<file path="src/core/mivs_pkg.sv">
package mivs_pkg;
   localparam logic [31:0] BASE_RESET = 32'h0003_0000;
   localparam logic [31:0] OFF_EPT_CTL = 32'h0000_fee0;
   localparam logic [31:0] OFF_EPT_PTR = 32'h0000_fed8;
   localparam int ROOT_MSB = 51;
   localparam int ROOT_LSB = 12;
   localparam int ADDR_W = 32;
   localparam int DATA_W = 64;
   localparam int PTR_W = 64;
   localparam logic [1:0] CPL_RESET = 2'h0;
   localparam logic [DATA_W-1:0] CTL_ONE = 64'h0000_0000_0000_0001;
   localparam logic [DATA_W-1:0] CTL_ZERO = 64'h0000_0000_0000_0000;
   typedef enum logic [3:0] {
      MIVS_IDLE, MIVS_E_CLR, MIVS_E_CTL, MIVS_E_PTR, MIVS_E_SAVE, MIVS_E_LOAD,
      MIVS_SMM, MIVS_R_CHK, MIVS_R_REST, MIVS_R_EXIT, MIVS_SHUT
   } mivs_state_t;
endpackage : mivs_pkg

</file>
<file path="src/core/mivs_seq.sv">
`timescale 1ns/1ps
module mivs_seq #(
   parameter bit SMX_SUPPORTED = 1'b1,
   parameter bit EPT_SUPPORTED = 1'b1,
   parameter bit SAVE_SHADOW = 1'b1
) (
   input wire logic clk_sys,
   input wire logic sys_rst,
   input wire logic mgmt_interrupt_req,
   input wire logic init_req,
   input wire logic resume_instruction,
   input wire logic vmxe_wr,
   input wire logic vmxe_wr_val,
   input wire logic vmx_enter_root,
   input wire logic vmx_enter_guest,
   input wire logic vmx_leave,
   input wire logic vmx_instr,
   input wire logic [mivs_pkg::PTR_W-1:0] virt_control_structure_ptr_in,
   input wire logic [1:0] stack_descriptor_privilege,
   input wire logic virtual_8086_flag,
   input wire logic shadow_blk_in,
   input wire logic vnmi_blk_in,
   input wire logic vnmi_ctl_in,
   input wire logic mtf_pending_in,
   input wire logic ept_ctl_in,
   input wire logic [mivs_pkg::PTR_W-1:0] extended_table_pointer_in,
   input wire logic unrestricted_guest,
   input wire logic saved_virtualization_enable_bit,
   input wire logic saved_nmi_blk,
   input wire logic [mivs_pkg::ADDR_W-1:0] saved_base,
   input wire logic safer_mode_active,
   input wire logic intwin_ctl,
   input wire logic intwin_cond,
   input wire logic nmiwin_ctl,
   input wire logic nmiwin_cond,
   input wire logic halted,
   output logic smm_active_r,
   output logic vmxe_r,
   output logic vmx_root_r,
   output logic vmx_guest_r,
   output logic [mivs_pkg::PTR_W-1:0] virt_control_structure_ptr_r,
   output logic space_locked_r,
   output logic mem_wr_r,
   output logic mem_wide_r,
   output logic [mivs_pkg::ADDR_W-1:0] mem_addr_r,
   output logic [mivs_pkg::DATA_W-1:0] mem_data_r,
   output logic save_state_r,
   output logic load_std_r,
   output logic restore_state_r,
   output logic flush_vpid0_r,
   output logic flush_all_r,
   output logic force_fixed_r,
   output logic [1:0] cpl_r,
   output logic v86_r,
   output logic shadow_blk_r,
   output logic vnmi_blk_r,
   output logic [1:0] code_requested_privilege_r,
   output logic [1:0] stack_requested_privilege_r,
   output logic shutdown_r,
   output logic smi_blocked_r,
   output logic nmi_blocked_r,
   output logic init_blocked_r,
   output logic address_bit20_mask_blocked_r,
   output logic gp_fault_r,
   output logic vm_exit_r,
   output logic mtf_exit_r,
   output logic mtf_post_r,
   output logic debug_trap_hold_r,
   output logic wake_r,
   output logic [mivs_pkg::ADDR_W-1:0] mgmt_base_address_r
);
   mivs_pkg::mivs_state_t st_r, st_nxt;
   logic sv_vmxe_r, sv_vmxe_nxt, sv_root_r, sv_root_nxt, sv_guest_r, sv_guest_nxt;
   logic sv_lock_r, sv_lock_nxt, sv_mtf_r, sv_mtf_nxt, sv_vnctl_r, sv_vnctl_nxt;
   logic sv_ept_r, sv_ept_nxt;
   logic [mivs_pkg::PTR_W-1:0] sv_virt_control_structure_r, sv_virt_control_structure_nxt, sv_extended_table_pointer_r, sv_extended_table_pointer_nxt;
   logic smm_nxt, vmxe_nxt, root_nxt, guest_nxt, lock_nxt, wr_nxt, wide_nxt;
   logic [mivs_pkg::PTR_W-1:0] virt_control_structure_nxt;
   logic [mivs_pkg::ADDR_W-1:0] addr_nxt, base_nxt;
   logic [mivs_pkg::DATA_W-1:0] data_nxt;
   logic save_nxt, load_nxt, rest_nxt, fl0_nxt, fla_nxt, fix_nxt, v86_nxt, shb_nxt;
   logic vnb_nxt, shut_nxt, smib_nxt, nmib_nxt, initb_nxt, a20_nxt, gp_nxt;
   logic vmx_nxt, mtfx_nxt, mtfp_nxt, dbg_nxt, wake_nxt;
   logic [1:0] cpl_nxt, csr_nxt, ssr_nxt;
   logic take_smi, virt_now, mtf_fire;

   // with shadow state not saved the interrupt must wait out the shadow
   assign take_smi = mgmt_interrupt_req && st_r == mivs_pkg::MIVS_IDLE &&
                     (SAVE_SHADOW || !shadow_blk_in);
   assign virt_now = vmx_root_r || vmx_guest_r;
   assign mtf_fire = mtf_post_r && !mgmt_interrupt_req && !init_req;

   always_comb begin
      st_nxt = st_r;
      sv_vmxe_nxt = sv_vmxe_r;
      sv_root_nxt = sv_root_r;
      sv_guest_nxt = sv_guest_r;
      sv_lock_nxt = sv_lock_r;
      sv_mtf_nxt = sv_mtf_r;
      sv_vnctl_nxt = sv_vnctl_r;
      sv_ept_nxt = sv_ept_r;
      sv_virt_control_structure_nxt = sv_virt_control_structure_r;
      sv_extended_table_pointer_nxt = sv_extended_table_pointer_r;
      smm_nxt = smm_active_r;
      vmxe_nxt = vmxe_r;
      root_nxt = vmx_root_r;
      guest_nxt = vmx_guest_r;
      virt_control_structure_nxt = virt_control_structure_ptr_r;
      lock_nxt = space_locked_r;
      wr_nxt = 1'b0;
      wide_nxt = mem_wide_r;
      addr_nxt = mem_addr_r;
      data_nxt = mem_data_r;
      save_nxt = 1'b0;
      load_nxt = 1'b0;
      rest_nxt = 1'b0;
      fl0_nxt = 1'b0;
      fla_nxt = 1'b0;
      fix_nxt = 1'b0;
      cpl_nxt = cpl_r;
      v86_nxt = v86_r;
      shb_nxt = shadow_blk_r;
      vnb_nxt = vnmi_blk_r;
      csr_nxt = code_requested_privilege_r;
      ssr_nxt = stack_requested_privilege_r;
      shut_nxt = shutdown_r;
      smib_nxt = smi_blocked_r;
      nmib_nxt = nmi_blocked_r;
      initb_nxt = init_blocked_r;
      a20_nxt = address_bit20_mask_blocked_r;
      gp_nxt = 1'b0;
      vmx_nxt = 1'b0;
      mtfx_nxt = 1'b0;
      mtfp_nxt = mtf_post_r;
      dbg_nxt = 1'b0;
      wake_nxt = 1'b0;
      base_nxt = mgmt_base_address_r;
      if (mtf_fire) begin
         mtfx_nxt = 1'b1;
         mtfp_nxt = 1'b0;
         wake_nxt = halted;
      end
      dbg_nxt = mtfp_nxt;
      unique case (st_r)
         mivs_pkg::MIVS_IDLE: begin
            if (vmxe_wr) vmxe_nxt = vmxe_wr_val;
            if (vmx_enter_root && vmxe_r) root_nxt = 1'b1;
            if (vmx_enter_guest && vmx_root_r) begin
               root_nxt = 1'b0;
               guest_nxt = 1'b1;
            end
            if (vmx_leave) begin
               root_nxt = 1'b0;
               guest_nxt = 1'b0;
            end
            if (take_smi) begin
               st_nxt = mivs_pkg::MIVS_E_CLR;
               smm_nxt = 1'b1;
               smib_nxt = 1'b1;
               nmib_nxt = 1'b1;
               initb_nxt = 1'b1;
               mtfx_nxt = 1'b0;
               mtfp_nxt = 1'b0;
               wake_nxt = 1'b0;
               sv_vmxe_nxt = vmxe_r;
               sv_root_nxt = vmx_root_r;
               sv_guest_nxt = vmx_guest_r;
               sv_ept_nxt = EPT_SUPPORTED && vmx_guest_r && ept_ctl_in;
               sv_extended_table_pointer_nxt = extended_table_pointer_in;
               if (virt_now) begin
                  sv_virt_control_structure_nxt = virt_control_structure_ptr_in;
                  root_nxt = 1'b0;
                  guest_nxt = 1'b0;
                  cpl_nxt = stack_descriptor_privilege;
                  v86_nxt = virtual_8086_flag;
                  shb_nxt = SAVE_SHADOW && shadow_blk_in;
                  sv_vnctl_nxt = vmx_guest_r && vnmi_ctl_in;
                  vnb_nxt = vmx_guest_r && vnmi_ctl_in && vnmi_blk_in;
                  sv_mtf_nxt = vmx_guest_r && (mtf_pending_in || mtf_post_r);
               end
               if (SMX_SUPPORTED) begin
                  sv_lock_nxt = space_locked_r;
                  lock_nxt = 1'b1;
               end
            end
         end
         mivs_pkg::MIVS_E_CLR: begin
            vmxe_nxt = 1'b0;
            st_nxt = EPT_SUPPORTED ? mivs_pkg::MIVS_E_CTL : mivs_pkg::MIVS_E_SAVE;
         end
         mivs_pkg::MIVS_E_CTL: begin
            wr_nxt = 1'b1;
            wide_nxt = 1'b0;
            addr_nxt = mgmt_base_address_r + mivs_pkg::OFF_EPT_CTL;
            data_nxt = sv_ept_r ? mivs_pkg::CTL_ONE : mivs_pkg::CTL_ZERO;
            st_nxt = sv_ept_r ? mivs_pkg::MIVS_E_PTR : mivs_pkg::MIVS_E_SAVE;
         end
         mivs_pkg::MIVS_E_PTR: begin
            wr_nxt = 1'b1;
            wide_nxt = 1'b1;
            addr_nxt = mgmt_base_address_r + mivs_pkg::OFF_EPT_PTR;
            data_nxt = sv_extended_table_pointer_r;
            st_nxt = mivs_pkg::MIVS_E_SAVE;
         end
         mivs_pkg::MIVS_E_SAVE: begin
            save_nxt = 1'b1;
            st_nxt = mivs_pkg::MIVS_E_LOAD;
         end
         mivs_pkg::MIVS_E_LOAD: begin
            load_nxt = 1'b1;
            fl0_nxt = 1'b1;
            st_nxt = mivs_pkg::MIVS_SMM;
         end
         mivs_pkg::MIVS_SMM: begin
            // enable bit is reserved here and guest entry is refused
            if ((vmxe_wr && vmxe_wr_val) || vmx_instr || vmx_enter_root ||
                vmx_enter_guest) gp_nxt = 1'b1;
            if (resume_instruction) st_nxt = mivs_pkg::MIVS_R_CHK;
         end
         mivs_pkg::MIVS_R_CHK: begin
            if (saved_virtualization_enable_bit) begin
               st_nxt = mivs_pkg::MIVS_SHUT;
               shut_nxt = 1'b1;
               sv_mtf_nxt = 1'b0;
            end else begin
               st_nxt = mivs_pkg::MIVS_R_REST;
               rest_nxt = 1'b1;
               fla_nxt = 1'b1;
               base_nxt = saved_base;
            end
         end
         mivs_pkg::MIVS_R_REST: begin
            if (SMX_SUPPORTED && !sv_lock_r) lock_nxt = 1'b0;
            vmxe_nxt = sv_vmxe_r;
            if (sv_root_r || sv_guest_r) begin
               root_nxt = sv_root_r;
               guest_nxt = sv_guest_r;
               fix_nxt = 1'b1;
               virt_control_structure_nxt = sv_virt_control_structure_r;
               if (!v86_r && (sv_root_r || !unrestricted_guest)) begin
                  csr_nxt = cpl_r;
                  ssr_nxt = cpl_r;
               end
            end
            st_nxt = mivs_pkg::MIVS_R_EXIT;
         end
         mivs_pkg::MIVS_R_EXIT: begin
            smm_nxt = 1'b0;
            smib_nxt = 1'b0;
            nmib_nxt = (vmx_guest_r && sv_vnctl_r) ? 1'b0 : saved_nmi_blk;
            initb_nxt = vmx_root_r;
            a20_nxt = virt_now || safer_mode_active;
            vmx_nxt = vmx_guest_r && ((intwin_ctl && intwin_cond) ||
                                      (nmiwin_ctl && nmiwin_cond));
            mtfp_nxt = sv_mtf_r;
            dbg_nxt = sv_mtf_r;
            st_nxt = mivs_pkg::MIVS_IDLE;
         end
         mivs_pkg::MIVS_SHUT: begin
            st_nxt = mivs_pkg::MIVS_SHUT;
         end
         default: st_nxt = mivs_pkg::MIVS_SHUT;
      endcase
   end

   always_ff @(posedge clk_sys) begin
      if (sys_rst) begin
         st_r <= mivs_pkg::MIVS_IDLE;
         {sv_vmxe_r, sv_root_r, sv_guest_r, sv_lock_r} <= 4'h0;
         {sv_mtf_r, sv_vnctl_r, sv_ept_r} <= 3'h0;
         sv_virt_control_structure_r <= '0;
         sv_extended_table_pointer_r <= '0;
         {smm_active_r, vmxe_r, vmx_root_r, vmx_guest_r, space_locked_r} <= 5'h00;
         virt_control_structure_ptr_r <= '0;
         {mem_wr_r, mem_wide_r} <= 2'h0;
         mem_addr_r <= '0;
         mem_data_r <= '0;
         {save_state_r, load_std_r, restore_state_r, flush_vpid0_r} <= 4'h0;
         {flush_all_r, force_fixed_r, v86_r, shadow_blk_r, vnmi_blk_r} <= 5'h00;
         cpl_r <= mivs_pkg::CPL_RESET;
         code_requested_privilege_r <= mivs_pkg::CPL_RESET;
         stack_requested_privilege_r <= mivs_pkg::CPL_RESET;
         {shutdown_r, smi_blocked_r, nmi_blocked_r, init_blocked_r} <= 4'h0;
         {address_bit20_mask_blocked_r, gp_fault_r, vm_exit_r, mtf_exit_r} <= 4'h0;
         {mtf_post_r, debug_trap_hold_r, wake_r} <= 3'h0;
         mgmt_base_address_r <= mivs_pkg::BASE_RESET;
      end else begin
         st_r <= st_nxt;
         {sv_vmxe_r, sv_root_r, sv_guest_r, sv_lock_r} <=
            {sv_vmxe_nxt, sv_root_nxt, sv_guest_nxt, sv_lock_nxt};
         {sv_mtf_r, sv_vnctl_r, sv_ept_r} <= {sv_mtf_nxt, sv_vnctl_nxt, sv_ept_nxt};
         sv_virt_control_structure_r <= sv_virt_control_structure_nxt;
         sv_extended_table_pointer_r <= sv_extended_table_pointer_nxt;
         {smm_active_r, vmxe_r, vmx_root_r, vmx_guest_r, space_locked_r} <=
            {smm_nxt, vmxe_nxt, root_nxt, guest_nxt, lock_nxt};
         virt_control_structure_ptr_r <= virt_control_structure_nxt;
         {mem_wr_r, mem_wide_r} <= {wr_nxt, wide_nxt};
         mem_addr_r <= addr_nxt;
         mem_data_r <= data_nxt;
         {save_state_r, load_std_r, restore_state_r, flush_vpid0_r} <=
            {save_nxt, load_nxt, rest_nxt, fl0_nxt};
         {flush_all_r, force_fixed_r, v86_r, shadow_blk_r, vnmi_blk_r} <=
            {fla_nxt, fix_nxt, v86_nxt, shb_nxt, vnb_nxt};
         cpl_r <= cpl_nxt;
         code_requested_privilege_r <= csr_nxt;
         stack_requested_privilege_r <= ssr_nxt;
         {shutdown_r, smi_blocked_r, nmi_blocked_r, init_blocked_r} <=
            {shut_nxt, smib_nxt, nmib_nxt, initb_nxt};
         {address_bit20_mask_blocked_r, gp_fault_r, vm_exit_r, mtf_exit_r} <=
            {a20_nxt, gp_nxt, vmx_nxt, mtfx_nxt};
         {mtf_post_r, debug_trap_hold_r, wake_r} <= {mtfp_nxt, dbg_nxt, wake_nxt};
         mgmt_base_address_r <= base_nxt;
      end
   end
endmodule : mivs_seq

</file>
<file path="config.mk">
export PLATFORM = sky130hd
export DESIGN_NAME = mivs_seq
export DESIGN_NICKNAME = d
export VERILOG_FILES = /design/src/core/mivs_pkg.sv /design/src/core/mivs_seq.sv
export SDC_FILE = /design/constraint.sdc
export NUM_CORES = 1
export LEC_CHECK = 0
export ABC_AREA = 1
export BUFFER_PORTS_ARGS = -buffer_cell sky130_fd_sc_hd__clkbuf_2
export CAP_MARGIN = 20
export CORE_MARGIN = 4
export CORE_UTILIZATION = 35
export DETAILED_ROUTE_END_ITERATION = 10
export SYNTH_ARGS = -nofsm -noshare
export SYNTH_HDL_FRONTEND = slang
export SYNTH_SLANG_ARGS = --single-unit
</file>
<file path="constraint.sdc">
create_clock -name clk_sys -period 1.47 [get_ports clk_sys]
set_clock_uncertainty 0.05 [all_clocks]
set_input_delay 0.147 -clock clk_sys [delete_from_list [all_inputs] [get_ports clk_sys]]
set_output_delay 0.147 -clock clk_sys [all_outputs]
set_load 0.01 [all_outputs]
</file>
; Word-level counts from Yosys, hierarchy flattened
; Cells that the tools add are included.
[totals]
register_bits = 359
inputBits = 188
[classes]
addsub = 2
n_eq_ne = 16
mux = 51
bitwise_logic = 5
n_reduce_logical = 51
[ops]
columns = op, count
row1 = 64-bit one-hot mux with 2 select lines, 1
row2 = 32-bit by 16-bit adder with 32-bit output (second input constant), 2
row3 = 32-bit one-hot mux with 2 select lines, 1
row4 = 4-bit one-hot mux with 10 select lines, 1
row5 = 1-bit 2-to-1 mux, 34
row6 = 1-bit one-hot mux with 2 select lines, 9
row7 = 4-bit by 3-bit == test with 1-bit output (second input constant), 4
row8 = 2-bit AND reduction, 8
row9 = 1-bit logical AND, 15
row10 = 2-bit != test (second input constant), 7
row11 = 2-bit OR reduction, 5
row12 = 1-bit logical OR, 9
row13 = 3-bit AND reduction, 3
row14 = 4-bit by 2-bit == test with 1-bit output (second input constant), 2
row15 = 4-bit == test (second input constant), 2
row16 = 4-bit 2-to-1 mux, 2
row17 = 2-bit nonzero test, 4
row18 = 1-bit NOT, 5
row19 = 4-bit by 1-bit == test with 1-bit output (second input constant), 1
row20 = 1-bit logical NOT, 4
row21 = 4-bit logical NOT, 1
row22 = 4-bit AND reduction, 1
row23 = 3-bit 2-to-1 mux, 1
row24 = 1-bit one-hot mux with 3 select lines, 1
row25 = other kinds (2), 2

; Longest topological paths before layout
[logic_depth]
ltp_word = 7
ltp_mapped = 14
depth_no_buf = 14

; Worst setup path after synthesis
; OpenSTA, ideal clock, no wires.
[synth_timing]
path_kind = flip-flop to flip-flop
from = register mgmt_base_address_r[5] in the netlist's numbering
to = register mem_addr_r[23] in the netlist's numbering
setup_time_ns = 0.109
arrival_ns = 1.545
t_required_ns = 1.311
setup_slack_ns = -0.234
stages_incl_launch_ff = 13
n_path_buf = 0
period_less_slack_ns = 1.704
path_cell_list = dfxtp_1 > inv_1 > ha_1 > a21oi_1 > nand2_1 > nand3_2 > nand2_2 > inv_2 > nand2_1 > nand2_1 > nand3_1 > nand2_1 > inv_1
[synth_via]
elab_chain_cells = 2
[synth_rtl]
columns = element, line
row1 = start: declaration, mivs_seq.sv:70  ; output logic [mivs_pkg::ADDR_W-1:0] mgmt_base_address_r
row2 = start signal: assignment, mivs_seq.sv:286  ; mgmt_base_address_r <= mivs_pkg::BASE_RESET;
row3 = start signal: assignment, mivs_seq.sv:312  ; mgmt_base_address_r <= base_nxt;
row4 = 32-bit by 16-bit adder with 32-bit output (on tied branches), "mivs_seq.sv:201, mivs_seq.sv:194"
row5 = 32-bit one-hot mux with 2 select lines (*), mivs_seq.sv:144  ; unique case (st_r)
row6 = end signal: assignment, mivs_seq.sv:298  ; mem_addr_r <= addr_nxt;
row7 = end: declaration, mivs_seq.sv:45  ; output logic [mivs_pkg::ADDR_W-1:0] mem_addr_r,
; Mark *: on every way between the ends. The rest lies on a longest branch, timed or not.
; A chain may end at the register's enable or synchronous reset.

; Worst setup path in the final report
[layout_timing]
from = register st_r[2]
to = register mgmt_base_address_r[22] in the netlist's numbering
[layout_via]
elab_chain_cells = 2
[layout_rtl]
columns = element, line
row1 = start: declaration, mivs_seq.sv:72  ; mivs_pkg::mivs_state_t st_r, st_nxt;
row2 = start signal: assignment, mivs_seq.sv:268  ; st_r <= mivs_pkg::MIVS_IDLE;
row3 = start signal: assignment, mivs_seq.sv:288  ; st_r <= st_nxt;
row4 = 4-bit by 3-bit == test with 1-bit output, mivs_seq.sv:144
row5 = 2-bit AND reduction (no source line), n/a
; No other way between the ends.

==> run_summary.xml <==
<?xml version="1.0" encoding="UTF-8"?>
<metrics>
  <group name="pwr">
    <metric name="cellPowerDensity" unit="mW/mm^2">1250</metric>
    <metric name="switching_share" unit="">0.288</metric>
    <metric name="clkPwrFrac" unit="">0.370</metric>
    <metric name="p_int" unit="uW">20200</metric>
    <metric name="power.switching" unit="uW">8160</metric>
    <metric name="share_comb_of_total_power" unit="">0.227</metric>
    <metric name="leakagePower" unit="uW">0.0103</metric>
    <metric name="peakVddDrop" unit="mV">0.814</metric>
    <metric name="share_seq_of_total_power" unit="">0.402</metric>
  </group>
  <group name="final_layout">
    <metric name="final-instance-count-excl-fill" unit="">3031</metric>
    <metric name="area_delta_synth_final" unit="%">69.2</metric>
    <metric name="final_layout_size_suffix_gt1_frac" unit="">0.372</metric>
    <metric name="layout.nets" unit="">2678</metric>
    <metric name="filler_cell_count" unit="">3211</metric>
  </group>
  <group name="cts">
    <metric name="cts_num_sinks" unit="">359</metric>
    <metric name="cts_tree" unit="">done</metric>
    <metric name="clk_path_buf_depth" unit="">3</metric>
    <metric name="clock_pin_slew_on_the_worst_setup_and_hold_paths" unit="ns">0.06</metric>
    <metric name="cts_root_buf" unit="">sky130_fd_sc_hd__clkbuf_16</metric>
    <metric name="clk_latency" unit="ns">0.56</metric>
    <metric name="cts_htree_levels" unit="">2</metric>
    <metric name="cts_made_buffers" unit="">41</metric>
  </group>
  <group name="yosys">
    <metric name="postSynthNetCount" unit="">1939</metric>
    <metric name="synth_enable_flop_cells" unit="">0</metric>
    <metric name="synth.yosys.warnings" unit="">0</metric>
    <metric name="yosys.cell_types.count" unit="">41</metric>
    <metric name="yosysSeqAreaShare" unit="">0.535</metric>
    <metric name="synth.ff_latch_count" unit="">359</metric>
    <metric name="ys.flop_type" unit="">sky130_fd_sc_hd__dfxtp_1</metric>
    <metric name="cells_after_synth" unit="">1748</metric>
    <metric name="average_instance_area_after_synthesis" unit="um^2">7.68</metric>
    <metric name="synth_area" unit="mm^2">0.0134</metric>
    <metric name="postSynth.asyncResetShare" unit="">0</metric>
  </group>
  <group name="global_route">
    <metric name="pin_count_of_the_biggest_net_entering_global_routing" unit="">85</metric>
    <metric name="globalRouteTotalUtil" unit="">0.229</metric>
    <metric name="global_route_wire_length_before_repair" unit="mm">77.1</metric>
    <metric name="grt_antenna_before_repair" unit="">4</metric>
    <metric name="first_global_vias" unit="">14400</metric>
    <metric name="grt_remaining_overflow" unit="">0</metric>
  </group>
  <group name="drt">
    <metric name="post_drt_via_cell_ratio" unit="">4.91</metric>
    <metric name="detailed_routing_iterations_pass_1" unit="">5</metric>
    <metric name="postRouteWirelength" unit="mm">54.8</metric>
    <metric name="detailed_route_iter0_violations" unit="">800</metric>
    <metric name="avgRoutedWirePerCell" unit="um">18.1</metric>
    <metric name="drtAntennaViolNets" unit="">0</metric>
    <metric name="routed-via-count" unit="">14900</metric>
    <metric name="route.detailed.drc" unit="">0</metric>
  </group>
  <group name="timing">
    <metric name="slew_headroom" unit="">0.625</metric>
    <metric name="worstMarginPinSlew" unit="ns">0.563</metric>
    <metric name="final_max_slew_viol_count" unit="">0</metric>
    <metric name="final_period_minus_worst_setup_slack" unit="ns">1.66</metric>
    <metric name="finalSetupViolCount" unit="">301</metric>
    <metric name="rsz_0062_raised_after_global_routing" unit="">true</metric>
    <metric name="postLayoutSetupSlackWorst" unit="ns">-0.189</metric>
    <metric name="achievable-frequency" unit="GHz">0.603</metric>
    <metric name="fin_worst_hold_slack" unit="ns">0.0411</metric>
    <metric name="hold_violations" unit="">0</metric>
    <metric name="post-route-period-util" unit="">1.13</metric>
  </group>
  <group name="setup_path">
    <metric name="crit_path_start_kind" unit="">flop</metric>
    <metric name="crit_end" unit="">mgmt_base_address_r[22]</metric>
    <metric name="regToRegSetupSlack" unit="ns">-0.19</metric>
    <metric name="r2r_start" unit="">st_r[2]</metric>
    <metric name="timing.critical_path.cells" unit="">inv_4 &gt; buf_6 &gt; nor2_4 &gt; nand2_2 &gt; nor2_4 &gt; inv_4 &gt; clkbuf_16 &gt; o21ai_0 &gt; a21oi_1</metric>
    <metric name="crit_cells" unit="">9</metric>
    <metric name="timing.critical_path.required" unit="ns">1.86</metric>
    <metric name="cp.arrival" unit="ns">2.05</metric>
    <metric name="worst-r2r-cell-count" unit="">9</metric>
    <metric name="cp_num_buf_inv" unit="">4</metric>
    <metric name="critical_path.top_delay_family" unit="">buffers and inverters</metric>
    <metric name="timing.setup.critical_path_class" unit="">reg -&gt; reg</metric>
    <metric name="end_kind" unit="">flop</metric>
    <metric name="critPathSlowestCell" unit="">sky130_fd_sc_hd__dfxtp_4</metric>
    <metric name="max_stage_delay" unit="ns">0.38</metric>
    <metric name="crit-reg2reg-capture" unit="">mgmt_base_address_r[22]</metric>
    <metric name="cp-startpoint" unit="">st_r[2]</metric>
    <metric name="cp_max_fo" unit="">5</metric>
  </group>
  <group name="placement">
    <metric name="port-buffer-count" unit="">412</metric>
    <metric name="finalWeightedCongestion" unit="">0.861</metric>
    <metric name="place_inst" unit="">2698</metric>
    <metric name="hpwlAfterDp" unit="mm">32.0</metric>
  </group>
  <group name="floorplanning">
    <metric name="fp.dieH" unit="um">204</metric>
    <metric name="die_w" unit="um">204</metric>
    <metric name="rows" unit="">71</metric>
    <metric name="core_region" unit="mm^2">0.0378</metric>
    <metric name="ios" unit="">413</metric>
    <metric name="initial_core_util" unit="">0.355</metric>
    <metric name="die_area" unit="mm^2">0.0415</metric>
  </group>
  <group name="job">
    <metric name="max-cap-violations" unit="">0</metric>
  </group>
  <group name="worst_hold_path">
    <metric name="worstHoldPathType" unit="">in -&gt; reg</metric>
  </group>
  <group name="outcome">
    <metric name="status" unit="">finished, violations left</metric>
    <metric name="failing_checks" unit="">negative setup slack</metric>
  </group>
</metrics>
-- repair_timing --
| action | 4_1_cts | 5_1_grt |
|---|---|---|
| gates resized for setup | 108 | 357 |
| setup endpoints to repair | 339 | 360 |
| hold buffers | 185 | 0 |
| pin swaps | 26 | 72 |
| buffers inserted | 10 | 19 |
| hold endpoints to repair | 190 | 0 |
| gates cloned | 12 | 33 |
-- per-stage QoR --
| step | instance area, um^2 | setup TNS [ns] | util | power (uW) | setup slack, ns |
|---|---|---|---|---|---|
| 2_1_floorplan | 13500 | -0.0569 | - | 13800 | -0.0306 |
| 3_3_place_gp | 17000 | -21.21 | 0.451 | 15700 | -0.144 |
| 3_5_place_dp | 17000 | -25.42 | 0.451 | 15700 | -0.167 |
| 4_1_cts | 20900 | -20.13 | 0.555 | 27200 | -0.134 |
| 5_1_grt | 22700 | -44.46 | 0.601 | 29500 | -0.250 |
| 6_report | 22700 | -18.72 | 0.601 | 28300 | -0.189 |
-- cells by family (layout without fill, tap and decap cells) --
| kind of cell | count (synthesis) | after routing | synth area share |
|---|---|---|---|
| AOI/OAI and AO/OA | 426 | 426 | 0.164 |
| and+or+nand+nor | 745 | 745 | 0.222 |
| other | 0 | 3 | 0 |
| buffers and inverters | 202 | 971 | 0.0664 |
| adders and majority gates | 3 | 3 | 0.00280 |
| DFF | 359 | 359 | 0.535 |
| muxes | 1 | 1 | 0.000839 |
| xor gates and xnor gates | 12 | 12 | 0.00783 |
-- how the worst min path moves through the flow --
stage,start,to,slack [ns],cells past startpoint
6_report,vmx_leave,vmx_guest_r,0.04,6
5_1_grt,vmx_leave,vmx_guest_r,0.06,6
4_1_cts,vmx_leave,vmx_guest_r,0.008,6
3_5_place_dp,saved_base[17],mgmt_base_address_r[17],0.32,3
3_3_place_gp,extended_table_pointer_in[29],sv_extended_table_pointer_r[29],0.32,3
2_1_floorplan,sys_rst,vm_exit_r,0.19,1
-- Yosys cell counts, types with 3 or more instances --
library cell	n	share of area
sky130_fd_sc_hd__nand2_2	4	0.0019
sky130_fd_sc_hd__clkbuf_1	73	0.020
sky130_fd_sc_hd__nor4_1	3	0.0014
sky130_fd_sc_hd__nand2_1	211	0.059
sky130_fd_sc_hd__dfxtp_1	359	0.54
sky130_fd_sc_hd__nor2_2	4	0.0019
sky130_fd_sc_hd__nor2_1	466	0.13
sky130_fd_sc_hd__xor2_1	11	0.0072
sky130_fd_sc_hd__o21ai_1	5	0.0019
sky130_fd_sc_hd__nor3_1	16	0.0060
sky130_fd_sc_hd__nand3_1	22	0.0082
sky130_fd_sc_hd__a31oi_1	4	0.0019
sky130_fd_sc_hd__inv_2	10	0.0028
sky130_fd_sc_hd__nand4_1	6	0.0028
sky130_fd_sc_hd__buf_2	25	0.0093
sky130_fd_sc_hd__ha_1	3	0.0028
sky130_fd_sc_hd__o21ai_0	271	0.10
sky130_fd_sc_hd__nor2_4	3	0.0025
sky130_fd_sc_hd__o211ai_1	8	0.0045
sky130_fd_sc_hd__inv_1	74	0.021
sky130_fd_sc_hd__buf_6	7	0.0059
sky130_fd_sc_hd__a21oi_1	126	0.047
sky130_fd_sc_hd__buf_4	13	0.0073
-- cells in the final DEF, fill, tap and decap left out, types with 12 or more instances in the layout --
master / netlist / final
sky130_fd_sc_hd__nor2_2: 4 / 36
sky130_fd_sc_hd__nand2_4: 2 / 17
sky130_fd_sc_hd__nand3_1: 22 / 15
sky130_fd_sc_hd__o21ai_2: 0 / 54
sky130_fd_sc_hd__clkbuf_8: 0 / 12
sky130_fd_sc_hd__dfxtp_1: 359 / 347
sky130_fd_sc_hd__buf_4: 13 / 109
sky130_fd_sc_hd__buf_12: 0 / 31
sky130_fd_sc_hd__dlygate4sd3_1: 0 / 184
sky130_fd_sc_hd__nand2_2: 4 / 22
sky130_fd_sc_hd__nor2_1: 466 / 420
sky130_fd_sc_hd__buf_16: 0 / 14
sky130_fd_sc_hd__clkbuf_2: 0 / 411
sky130_fd_sc_hd__a21oi_2: 0 / 25
sky130_fd_sc_hd__nand2_1: 211 / 177
sky130_fd_sc_hd__inv_1: 74 / 65
sky130_fd_sc_hd__o21ai_1: 5 / 69
sky130_fd_sc_hd__buf_6: 7 / 29
sky130_fd_sc_hd__nor2_4: 3 / 17
sky130_fd_sc_hd__o21ai_0: 271 / 147
sky130_fd_sc_hd__clkbuf_16: 0 / 66
sky130_fd_sc_hd__a21oi_1: 126 / 99
-- registers in the layout, indices dropped and copies added (netlist names), 2 cells and up --
| register | count |
|---|---|
| mem_data_r | 64 |
| virt_control_structure_ptr_r | 64 |
| mgmt_base_address_r | 32 |
| mem_addr_r | 32 |
| st_r | 4 |
| sv_virt_control_structure_r | 64 |
| sv_extended_table_pointer_r | 64 |
| stack_requested_privilege_r | 2 |
| cpl_r | 2 |
-- layout make-up --
type	instances	area (um^2)	share of cell area
Timing Repair inverter	1	6.26	0.000276
Tap cell	511	639	0.0282
Clock buffer	60	1260	0.0555
Clock inverter	13	126	0.00557
Timing Repair Buffer	813	6800	0.300
Inverter	84	384	0.0169
Antenna cell	3	7.51	0.000331
Sequential cell	359	7220	0.318
Multi-Input combinational cell	1187	6260	0.276
-- worst min-delay path, cell delays in order --
cell and delay, ns:
sky130_fd_sc_hd__clkbuf_2 0.08, sky130_fd_sc_hd__inv_1 0.04, sky130_fd_sc_hd__nand2_1 0.08, sky130_fd_sc_hd__o31ai_1 0.07
sky130_fd_sc_hd__o211ai_1 0.15, sky130_fd_sc_hd__inv_1 0.04
-- metal layers --
layer / vias to the layer above / GRT usage / wire length (um)
met1: 6943 / 0.286 / 22300
met5: - / 0 / 12
met4: 2 / 0.102 / 2190
met2: 629 / 0.381 / 26100
li1: 7166 / - / -
met3: 147 / 0.0514 / 4220
-- power by group through the flow --
stage               Sequential, uW  Combinational [uW]  Clock (uW)
floorplan                    11500                2300           0
global placement             11500                4210           0
detailed placement           11500                4240           0
CTS                          11300                5230       10700
global route                 11500                6950       11100
finish                       11400                6430       10500
Power figures use the tool's default switching activity.
